==> src/verilog/adcfp_pkg.sv <==
// shared constants for the converter output path
package adcfp_pkg;
  // ---------------------------------------------------------------
  // data layout
  // ---------------------------------------------------------------
  localparam int RES_W   = 16;
  localparam int WORD_W  = 18;
  localparam int DEPTH   = 16;
  localparam int CNT_W   = 5;
  localparam int HALF    = 8;
  localparam int BIT_MSBN = 16;
  localparam int BIT_OVF  = 17;
  // ---------------------------------------------------------------
  // fill status codes {high, low}
  // ---------------------------------------------------------------
  localparam logic [1:0] STAT_EMPTY = 2'h1;
  localparam logic [1:0] STAT_LOW   = 2'h0;
  localparam logic [1:0] STAT_HALF  = 2'h2;
  localparam logic [1:0] STAT_FULL  = 2'h3;
  // ---------------------------------------------------------------
  // timing
  // ---------------------------------------------------------------
  localparam int CLK_NS      = 10;
  localparam int SWITCH_NS   = 20;
  localparam int SWITCH_CYC  = (SWITCH_NS / CLK_NS < 1) ? 1 : SWITCH_NS / CLK_NS;
  localparam int CONV_NS     = 300;
  localparam int CONV_CYC    = (CONV_NS + CLK_NS - 1) / CLK_NS;
  localparam int PIPE_STAGES = 3;
  localparam int START_HI_NS = 100;
  localparam int START_HI_CYC = (START_HI_NS + CLK_NS - 1) / CLK_NS;
  localparam int GAP_NS      = 500;
  localparam int GAP_CYC     = (GAP_NS + CLK_NS - 1) / CLK_NS;
  localparam int RD_HI_CYC   = 2;
  localparam int RD_LO_CYC   = 2;
endpackage

==> src/verilog/adcfp_if.sv <==
// pin-level link between converter output path and host
`timescale 1ns/1ps
`default_nettype none
interface adcfp_if;
  logic        start_conv;
  logic        eoc;
  logic        fifo_sel;
  logic        rd_strobe;
  logic        out_en_n;
  logic        coding_sel;
  logic [15:0] data_out;
  logic        data_oe;
  logic        msb_n;
  logic        overflow;
  logic        fill_status_high_bit;
  logic        fill_status_low_bit;
  modport dev (
    input  start_conv, fifo_sel, rd_strobe, out_en_n, coding_sel,
    output eoc, data_out, data_oe, msb_n, overflow,
    output fill_status_high_bit, fill_status_low_bit
  );
  modport host (
    output start_conv, fifo_sel, rd_strobe, out_en_n, coding_sel,
    input  eoc, data_out, data_oe, msb_n, overflow,
    input  fill_status_high_bit, fill_status_low_bit
  );
endinterface
`default_nettype wire

==> src/verilog/adcfp_dev.sv <==
// converter output path: result pipeline, fifo, coding and output stage
`timescale 1ns/1ps
`default_nettype none
module adcfp_dev
  import adcfp_pkg::*;
#(
  parameter int P_CONV_CYC = CONV_CYC
) (
  // clock and reset
  input  wire logic              I_CLK_SYS,
  input  wire logic              I_RST_N,
  // pins toward host
  adcfp_if.dev                   LINK,
  // analog stand-in: sampled result and range flag
  input  wire logic [RES_W-1:0]  I_SAMPLE,
  input  wire logic              I_SAMPLE_OVR,
  // status
  output logic                   O_RESULT_INVALID
);
  // ---------------------------------------------------------------
  // pin synchronisers
  // ---------------------------------------------------------------
  logic [4:0] meta_r;
  logic [4:0] sync_r;
  logic       rd_d_r;
  always_ff @(posedge I_CLK_SYS) begin
    if (!I_RST_N) begin
      meta_r <= 5'h1C;
      sync_r <= 5'h1C;
      rd_d_r <= 1'b1;
    end else begin
      meta_r <= {LINK.coding_sel, LINK.out_en_n, LINK.rd_strobe,
                 LINK.fifo_sel, LINK.start_conv};
      sync_r <= meta_r;
      rd_d_r <= sync_r[2];
    end
  end
  wire start_s  = sync_r[0];
  wire sel_s    = sync_r[1];
  wire rd_s     = sync_r[2];
  wire oen_s    = sync_r[3];
  // pull-up modelled by reset value of the synchroniser
  wire coding_s = sync_r[4];
  wire rd_rise  = rd_s & ~rd_d_r;
  wire rd_fall  = ~rd_s & rd_d_r;
  // ---------------------------------------------------------------
  // conversion sequencer
  // ---------------------------------------------------------------
  logic        start_d_r;
  logic        busy_r;
  logic [15:0] conv_cnt_r;
  logic        invalid_r;
  logic        bad_r;
  logic [WORD_W-1:0] pipe_r [PIPE_STAGES];
  logic [PIPE_STAGES-1:0] pbad_r;
  wire start_rise = start_s & ~start_d_r;
  wire conv_done  = busy_r && conv_cnt_r == 16'(P_CONV_CYC - 1);
  wire eoc_fall   = conv_done;
  always_ff @(posedge I_CLK_SYS) begin
    if (!I_RST_N) begin
      start_d_r  <= 1'b0;
      busy_r     <= 1'b0;
      conv_cnt_r <= 16'h0000;
      bad_r      <= 1'b0;
      pbad_r     <= '1;
    end else begin
      start_d_r <= start_s;
      if (start_rise) begin
        busy_r     <= 1'b1;
        conv_cnt_r <= 16'h0000;
        bad_r      <= busy_r;
      end else if (conv_done) begin
        busy_r <= 1'b0;
      end else if (busy_r) begin
        conv_cnt_r <= conv_cnt_r + 16'h0001;
      end
      if (start_rise)
        pbad_r <= {pbad_r[PIPE_STAGES-2:0], bad_r | busy_r};
    end
  end
  // result pipeline, one stage per finished conversion
  // the word leaving at a finish is three conversions old, so the
  // first real result needs four start pulses
  always_ff @(posedge I_CLK_SYS) begin
    if (!I_RST_N) begin
      for (int i = 0; i < PIPE_STAGES; i++)
        pipe_r[i] <= '0;
    end else if (conv_done) begin
      pipe_r[0] <= {I_SAMPLE_OVR, ~I_SAMPLE[RES_W-1], I_SAMPLE};
      for (int i = 1; i < PIPE_STAGES; i++)
        pipe_r[i] <= pipe_r[i-1];
    end
  end
  always_ff @(posedge I_CLK_SYS) begin
    if (!I_RST_N)
      invalid_r <= 1'b1;
    else if (eoc_fall)
      invalid_r <= pbad_r[PIPE_STAGES-1];
  end
  wire [WORD_W-1:0] result = pipe_r[PIPE_STAGES-1];
  // ---------------------------------------------------------------
  // fifo
  // ---------------------------------------------------------------
  logic [WORD_W-1:0] mem_r [DEPTH];
  logic [3:0]        wp_r;
  logic [3:0]        rp_r;
  logic [CNT_W-1:0]  cnt_r;
  logic [WORD_W-1:0] head_r;
  logic [WORD_W-1:0] direct_r;
  logic [1:0]        stat_r;
  wire fifo_clr = ~sel_s & ~rd_s;
  // direct mode ignores write and read
  wire do_wr    = sel_s & eoc_fall & (cnt_r != CNT_W'(DEPTH));
  wire do_rd    = sel_s & rd_rise & (cnt_r > CNT_W'(1));
  wire last_out = sel_s & rd_fall & (cnt_r == CNT_W'(1));
  always_ff @(posedge I_CLK_SYS) begin
    if (!I_RST_N) begin
      wp_r  <= 4'h0;
      rp_r  <= 4'h0;
      cnt_r <= '0;
    end else if (fifo_clr) begin
      wp_r  <= 4'h0;
      rp_r  <= 4'h0;
      cnt_r <= '0;
    end else begin
      if (do_wr) begin
        mem_r[wp_r] <= result;
        wp_r        <= wp_r + 4'h1;
      end
      if (do_rd)
        rp_r <= rp_r + 4'h1;
      if (last_out)
        rp_r <= rp_r + 4'h1;
      cnt_r <= cnt_r + CNT_W'(do_wr) - CNT_W'(do_rd) - CNT_W'(last_out);
    end
  end
  // head word stays on output until read; kept when fifo drains
  always_ff @(posedge I_CLK_SYS) begin
    if (!I_RST_N) begin
      head_r <= '0;
    end else if (do_wr && cnt_r == '0) begin
      head_r <= result;
    end else if (do_rd) begin
      head_r <= mem_r[rp_r + 4'h1];
    end
  end
  always_ff @(posedge I_CLK_SYS) begin
    if (!I_RST_N)
      direct_r <= '0;
    else if (eoc_fall)
      direct_r <= result;
  end
  // status in one cycle after each change
  always_ff @(posedge I_CLK_SYS) begin
    if (!I_RST_N)
      stat_r <= STAT_EMPTY;
    else if (cnt_r == CNT_W'(DEPTH))
      stat_r <= STAT_FULL;
    else if (cnt_r >= CNT_W'(HALF))
      stat_r <= STAT_HALF;
    else if (cnt_r != '0)
      stat_r <= STAT_LOW;
    else
      stat_r <= STAT_EMPTY;
  end
  // ---------------------------------------------------------------
  // output stage
  // ---------------------------------------------------------------
  // path select switches within the synchroniser delay (20 ns worst);
  // tighter than pin pacing allows at this clock
  wire [WORD_W-1:0] path = sel_s ? head_r : direct_r;
  wire [WORD_W-1:0] coded = coding_s ? path
                            : {path[BIT_OVF], ~path[BIT_MSBN:0]};
  // overflow retains its raw meaning; inversion swaps which end set it
  logic [RES_W-1:0] dout_r;
  logic             msbn_r;
  logic             ovf_r;
  logic             oe_r;
  always_ff @(posedge I_CLK_SYS) begin
    if (!I_RST_N) begin
      dout_r <= '0;
      msbn_r <= 1'b0;
      ovf_r  <= 1'b0;
      oe_r   <= 1'b0;
    end else begin
      dout_r <= coded[RES_W-1:0];
      msbn_r <= coded[BIT_MSBN];
      ovf_r  <= coded[BIT_OVF];
      oe_r   <= ~oen_s;
    end
  end
  assign LINK.eoc      = busy_r;
  assign LINK.data_out = dout_r;
  assign LINK.data_oe  = oe_r;
  assign LINK.msb_n    = msbn_r;
  assign LINK.overflow = ovf_r;
  assign LINK.fill_status_high_bit = stat_r[1];
  assign LINK.fill_status_low_bit  = stat_r[0];
  assign O_RESULT_INVALID = invalid_r;
endmodule
`default_nettype wire

==> src/flat_wrapper.sv <==
// flat-port wrapper written by rule: the top's interface ports become plain ports
module adcfp_dev_flat import adcfp_pkg::*;
#(
  parameter int P_CONV_CYC = CONV_CYC
)
  (I_CLK_SYS, I_RST_N, I_SAMPLE, I_SAMPLE_OVR, O_RESULT_INVALID, LINK_start_conv, LINK_fifo_sel, LINK_rd_strobe, LINK_out_en_n, LINK_coding_sel, LINK_eoc, LINK_data_out, LINK_data_oe, LINK_msb_n, LINK_overflow, LINK_fill_status_high_bit, LINK_fill_status_low_bit);
  adcfp_if LINK_i ();
  input  wire logic I_CLK_SYS;
  input  wire logic I_RST_N;
  input  wire logic [RES_W-1:0] I_SAMPLE;
  input  wire logic I_SAMPLE_OVR;
  output logic O_RESULT_INVALID;
  input wire logic [$bits(LINK_i.start_conv)-1:0] LINK_start_conv;
  input wire logic [$bits(LINK_i.fifo_sel)-1:0] LINK_fifo_sel;
  input wire logic [$bits(LINK_i.rd_strobe)-1:0] LINK_rd_strobe;
  input wire logic [$bits(LINK_i.out_en_n)-1:0] LINK_out_en_n;
  input wire logic [$bits(LINK_i.coding_sel)-1:0] LINK_coding_sel;
  output wire logic [$bits(LINK_i.eoc)-1:0] LINK_eoc;
  output wire logic [$bits(LINK_i.data_out)-1:0] LINK_data_out;
  output wire logic [$bits(LINK_i.data_oe)-1:0] LINK_data_oe;
  output wire logic [$bits(LINK_i.msb_n)-1:0] LINK_msb_n;
  output wire logic [$bits(LINK_i.overflow)-1:0] LINK_overflow;
  output wire logic [$bits(LINK_i.fill_status_high_bit)-1:0] LINK_fill_status_high_bit;
  output wire logic [$bits(LINK_i.fill_status_low_bit)-1:0] LINK_fill_status_low_bit;
  assign LINK_i.start_conv = LINK_start_conv;
  assign LINK_i.fifo_sel = LINK_fifo_sel;
  assign LINK_i.rd_strobe = LINK_rd_strobe;
  assign LINK_i.out_en_n = LINK_out_en_n;
  assign LINK_i.coding_sel = LINK_coding_sel;
  assign LINK_eoc = LINK_i.eoc;
  assign LINK_data_out = LINK_i.data_out;
  assign LINK_data_oe = LINK_i.data_oe;
  assign LINK_msb_n = LINK_i.msb_n;
  assign LINK_overflow = LINK_i.overflow;
  assign LINK_fill_status_high_bit = LINK_i.fill_status_high_bit;
  assign LINK_fill_status_low_bit = LINK_i.fill_status_low_bit;
  adcfp_dev #(.P_CONV_CYC(P_CONV_CYC)) u_core (.I_CLK_SYS(I_CLK_SYS), .I_RST_N(I_RST_N), .LINK(LINK_i), .I_SAMPLE(I_SAMPLE), .I_SAMPLE_OVR(I_SAMPLE_OVR), .O_RESULT_INVALID(O_RESULT_INVALID));
endmodule
==> config.mk <==
export PLATFORM = sky130hd
export DESIGN_NAME = adcfp_dev_flat
export DESIGN_NICKNAME = d
export VERILOG_FILES = /design/src/verilog/adcfp_pkg.sv /design/src/verilog/adcfp_if.sv /design/src/verilog/adcfp_dev.sv /design/src/flat_wrapper.sv
export SDC_FILE = /design/constraint.sdc
export NUM_CORES = 1
export LEC_CHECK = 0
export BUFFER_PORTS_ARGS = -buffer_cell sky130_fd_sc_hd__buf_2
export CORE_UTILIZATION = 50
export CTS_CLUSTER_DIAMETER = 100
export DETAILED_ROUTE_END_ITERATION = 8
export GPL_TIMING_DRIVEN = 0
export PLACE_DENSITY = 0.66
export SYNTH_ARGS = -nofsm -noshare
export SYNTH_HDL_FRONTEND = slang
export SYNTH_SLANG_ARGS = --single-unit
==> constraint.sdc <==
create_clock -name I_CLK_SYS -period 3.6 [get_ports I_CLK_SYS]
set_clock_uncertainty 0.15 [all_clocks]
set_input_delay 0.18 -clock I_CLK_SYS [delete_from_list [all_inputs] [get_ports I_CLK_SYS]]
set_output_delay 0.18 -clock I_CLK_SYS [all_outputs]
set_load 0.02 [all_outputs]
[Word-level counts from Yosys, hierarchy flattened]
Memories as Yosys holds them, arrays and structs flattened.
Cells that the tools add are included.
Storage, ports and cells
  register bits after elaboration: 104
  RAM bits: 342
  input bits: 24
  logic and storage cells: 90
  memories: 2
Memories
  u_core.mem_r: words 16, bits a word 18, read ports 1, clocked after memory_dff 0, write ports 1, RTL line adcfp_dev.sv:104  | logic [WORD_W-1:0] mem_r [DEPTH];
  u_core.pipe_r: words 3, bits a word 18, read ports 3, clocked after memory_dff 0, write ports 3, RTL line adcfp_dev.sv:54  | logic [WORD_W-1:0] pipe_r [PIPE_STAGES];
Cells by class
  add/sub/neg operators: 6
  magnitude comparators: 2
  equal/unequal tests: 4
  multiplexer cells: 22
  bitwise operators: 23
  reduce and logical (&&, ||, !) cells: 11
Operator list (number)
  18-bit two-way mux: 6
  17-bit two-way mux: 1
  17-bit NOT: 1
  16-bit by 1-bit adder with 16-bit output, second input constant: 1
  16-bit by 5-bit equality test with 1-bit output, second input constant: 1
  1-bit two-way mux: 11
  1-bit bitwise AND: 10
  5-bit by 1-bit subtractor with 5-bit output: 2
  4-bit by 1-bit adder with 4-bit output, second input constant: 2
  4-bit two-way mux: 2
  1-bit NOT: 8
  2-bit nonzero test: 3
  2-bit OR reduction: 3
  5-bit by 1-bit adder with 5-bit output: 1
  5-bit by 1-bit equality test with 1-bit output, second input constant: 1
  5-bit equality test, second input constant: 1
  5-bit by 4-bit >= comparator with 1-bit output, second input constant: 1
  5-bit by 1-bit greater-than comparator with 1-bit output, second input constant: 1
  5-bit zero test: 1
  5-bit != test, second input constant: 1
  5-bit nonzero test: 1
  2-bit two-way mux: 2
  1-bit OR: 4
  1-bit logical AND: 2
  2-bit AND reduction: 1

[Depth between registers and ports, before layout]
  word-level depth: 8
  mapped depth: 16

[Worst setup path before layout]
No wires, ideal clock.
  path type: register to register
  start point: register u_core.busy_r (netlist: u_core.LINK.eoc)
  end point: memory u_core.pipe_r[0][0] (enable)
  setup time: 0.413 ns
  arrival: 2.653 ns
  required time: 3.037 ns
  slack: 0.385 ns
  stages on the path, launching flop included: 6
  buffers on the path: 1
  period minus slack after synthesis: 3.215 ns
  cell sequence: dfxtp_1 nor4bb_1 nand3_1 or2_2 clkbuf_1 nand2_1
RTL lines
  start: declaration: RTL line adcfp_dev.sv:50  | logic busy_r;
  start signal: assignment: RTL line adcfp_dev.sv:62  | busy_r <= 1'b0;
  start signal: assignment: RTL line adcfp_dev.sv:69  | busy_r <= 1'b1;
  start signal: assignment: RTL line adcfp_dev.sv:73  | busy_r <= 1'b0;
  end: declaration: RTL line adcfp_dev.sv:54

[Worst setup path after layout]
  start point: register u_core.cnt_r[2]
  end point: register u_core.cnt_r[3]
On the way
  cells in the longest elaborated chain, start to end: 5
  elaborated cells between the ends (all ways): 9
RTL lines
  start: declaration: RTL line adcfp_dev.sv:107  | logic [CNT_W-1:0] cnt_r;
  start signal: assignment: RTL line adcfp_dev.sv:134  | cnt_r <= cnt_r + CNT_W'(do_wr) - CNT_W'(do_rd) - CNT_W'(last_out);
  5-bit != test: RTL line adcfp_dev.sv:113  | wire do_wr = sel_s & eoc_fall & (cnt_r != CNT_W'(DEPTH));
  1-bit bitwise AND: RTL line adcfp_dev.sv:113
  5-bit by 1-bit adder with 5-bit output: RTL line adcfp_dev.sv:134
  5-bit by 1-bit subtractor with 5-bit output: RTL line adcfp_dev.sv:134
  5-bit by 1-bit subtractor with 5-bit output *: RTL line adcfp_dev.sv:134
Mark *: on every way between the ends. The rest lies on a longest branch, timed or not.
A chain may end at the register's enable or synchronous reset.

==> metrics <==
TritonCTS buffer count=between 40 and 50; Final Hold Fails=0; area grow syn2layout=16.22%; Startpoint Class=register; die span in y=190.9 microns; critical path capture point type=register; Netlist cell types=56; H-tree depth=2; core area=roughly 35000 sq um; vias in the first global route=between 9000 and 10000; Core Rows=between 60 and 70; most used flip-flop cell after synthesis=edfxtp_1; total number of vias=approximately 9900; share of layout cells above drive strength 1=between 20% and 30%; Setup-failing EPs final=0; critical path class=reg -> reg; Nets=around 1300; Critical Path, Cell by Cell=inv_1 -> ha_1 -> nor4bb_1 -> a211oi_2 -> inv_1 -> fa_1 -> inv_1 -> ha_1 -> inv_1 -> ha_1 -> inv_1 -> fa_1 -> xnor2_1 -> nor2_1; Clk Latency, worst-skew pair=between 0.5 and 0.6 ns; RSZ-0062 raised after global routing=false; Max Root-Sink Buffers=3; Synth Cell Area=between 15000 and 20000 sq um; Initial Util=between 50% and 60%; Final Util=59.61%; critical path required time=3.87 ns; worst reg2reg path depth=14; YS warnings=0; critical path fanouts, max=4; EDFF count, synth=around 340; status=complete, no violations; RePlAce Congestion=0.8272; reg-to-reg slack, setup=between 0.2 and 0.25 ns; final critical-path required period=3.371 ns; RR Startpoint=u_core.cnt_r[2]$_SDFF_PP0_; IO Port Bufs=46; Ports=between 40 and 50; antenna violations before repair=0; fmax=296.6 MHz; maximum number of pins on one net before global-route repair=44; DP Wirelength=about 26000 microns; Peak supply drop=between 0.5 and 0.6 mV; clock tree from TritonCTS=yes; Slew Viols, Final=0; total grt overflow=0; critical path launch point=u_core.cnt_r[2]$_SDFF_PP0_; Critical path buffers and inverters=5; crit path to=u_core.cnt_r[3]$_SDFF_PP0_; antenna cells=0; WP depth=14; post-synthesis sequential area ratio=approximately 69%; Total Wirelength=37730 microns; clk root buf=clkbuf_16; cell repeated most along the worst path=inv_1; vias per cell=~5.6; clock sink count=~450; Slowest-stage cell, CP=fa_1; FF+latch count, synth=446; Die Footprint=approximately 36000 sq um; Routed Antenna Nets=0; Leak=0.007533 uW; DRC=0; Rel. slew slack=about 42%; Mapped Nets=roughly 1200; die width=approximately 190 microns; wire per inst=about 21 microns; commonest non-fill, non-tap cell in the layout=edfxtp_1; drt first-iter violations=750; max incr delay on CP=roughly 0.44 ns; Max Cap Viol=0; GRT Total Usage=approximately a fifth; commonest non-fill, non-tap cells in the layout=edfxtp_1, dfxtp_1, mux2i_1, buf_2, and3_1; Place WS=-0.03756 ns; Final Worst Setup Slack=0.2287 ns; syn_area_per_cell=~16 sq um; Syn Inst Count=roughly 1100; first-pass GRT wire length=just under 60000 microns; first drt pass iteration count=5; PD cells=roughly 500 nW/um^2; worst hold path type=in -> reg; part of the cycle the worst path needs=a little over nine tenths; Reg clk slew, reported paths=roughly 0.06 ns; Worst Tran Pin Value=~0.86 ns; Reg-to-Reg End=u_core.cnt_r[3]$_SDFF_PP0_; Async S/R FF share, synth=0%; Largest delay share family, worst path=adder cells; CP Data Arrival Time=roughly 3.7 ns
-- power by group --
part	leakage, uW	internal, uW	switching, uW	total (uW)
sequential	0.00394	5580	70.5	5650
clock	0.000741	2720	1930	4650
combinational	0.00285	60.9	89.7	151
total	0.00753	8350	2090	10400
-- worst min path at each step --
stage               slack (ns)                     endpoint  cells past startpoint            start
floorplan                 0.13  u_core.meta_r[2]$_SDFF_PN1_                      1   LINK_rd_strobe
global placement          0.21  u_core.meta_r[3]$_SDFF_PN1_                      2    LINK_out_en_n
detailed placement        0.22  u_core.meta_r[4]$_SDFF_PN1_                      2  LINK_coding_sel
CTS                       0.16  u_core.meta_r[4]$_SDFF_PN1_                      3  LINK_coding_sel
global route              0.21  u_core.meta_r[3]$_SDFF_PN1_                      3    LINK_out_en_n
finish                    0.20  u_core.meta_r[2]$_SDFF_PN1_                      3   LINK_rd_strobe
-- flip-flops by register name, indices dropped and copies added, names as in the netlist, 2 cells and up --
register              cells
u_core.conv_cnt_r        16
u_core.pipe_r            54
u_core.sync_r             5
u_core.wp_r               4
u_core.cnt_r              5
u_core.head_r            18
u_core.pbad_r             3
u_core.meta_r             5
u_core.direct_r          18
u_core.rp_r               4
u_core.mem_r            288
u_core.LINK.data_out     16
u_core.stat_r             2
-- cell usage after synthesis, drive strengths merged, types with 5 or more instances --
master,instances,area share (%)
a211oi,19,0.80
a21boi,19,0.80
a21oi,5,0.14
a22oi,36,1.5
and2,26,0.92
and3,58,2.0
buf,28,1.0
clkbuf,41,0.94
dfxtp,104,12
edfxtp,342,58
ha,17,1.2
inv,19,0.40
mux2,19,1.2
mux2i,96,5.4
mux4,36,4.5
nand2,57,1.2
nand2b,9,0.32
nand3,17,0.55
nor2,46,0.97
nor2b,8,0.28
nor3,41,1.5
o21ai,7,0.20
o221ai,18,1.2
xnor2,7,0.34
xor2,30,1.5
-- repair_timing --
item | CTS | global route
hold buffers | 23 | 0
pin swaps | 0 | 0
endpoints found under the hold margin | 27 | 0
setup endpoints to repair | 3 | 1
buffers inserted | 0 | 0
gates resized for setup | 3 | 3
-- cells by family (layout without fill, tap and decap cells) --
logic type / after synthesis / after routing / share of synthesized area, %
flip-flops: 446 / 446 / 69.21
AND/OR/NAND/NOR: 281 / 281 / 8.806
multiplexers: 151 / 151 / 11.13
AO/OA/AOI/OAI: 115 / 115 / 5.286
buffers and inverters: 88 / 258 / 2.341
XOR/XNOR: 37 / 37 / 1.816
adder cells (fa/ha/maj): 19 / 19 / 1.416
-- routing by layer --
layer	up-vias	track usage [%]	share of wire, %
met1	5021	29.23	44
li1	4614	-	-
met4	0	6.154	2.0
met2	233	35.70	50
met3	58	3.029	4.5
met5	-	0	0
-- final cells by class --
class / count / area, sq um
Buffer: 69 / 352.8
Timing Repair Buffer: 86 / 770.7
Tap cell: 455 / 569.3
Fill cell: 2612 / 14060
Multi-Input combinational cell: 603 / 5135
Sequential cell: 446 / 12350
Clock buffer: 59 / 1271
Clock inverter: 25 / 220.2
Inverter: 19 / 71.32
-- worst min-delay path: stages --
cell and delay (ns):
dlygate4sd3_1 0.52, buf_2 0.09, nand2b_1 0.09
-- per-stage QoR --
| stage | instance area (sq um) | instances | hold slack (ns) | setup TNS [ns] | power (uW) |
|---|---|---|---|---|---|
| 4_1_cts | 20730 | 1762 | 0.1597 | 0 | 10520 |
| 3_5_place_dp | 19000 | 1655 | 0.2190 | -0.06904 | 5888 |
| 3_3_place_gp | 18650 | 1638 | 0.2095 | -156.80 | 5879 |
| 5_1_grt | 20740 | 1762 | 0.2080 | 0 | 10740 |
| 6_report | 20740 | 1762 | 0.1999 | 0 | 10440 |
| 2_1_floorplan | 17850 | 1137 | 0.1315 | 0 | 5800 |
(Power assumes the default switching activity.)
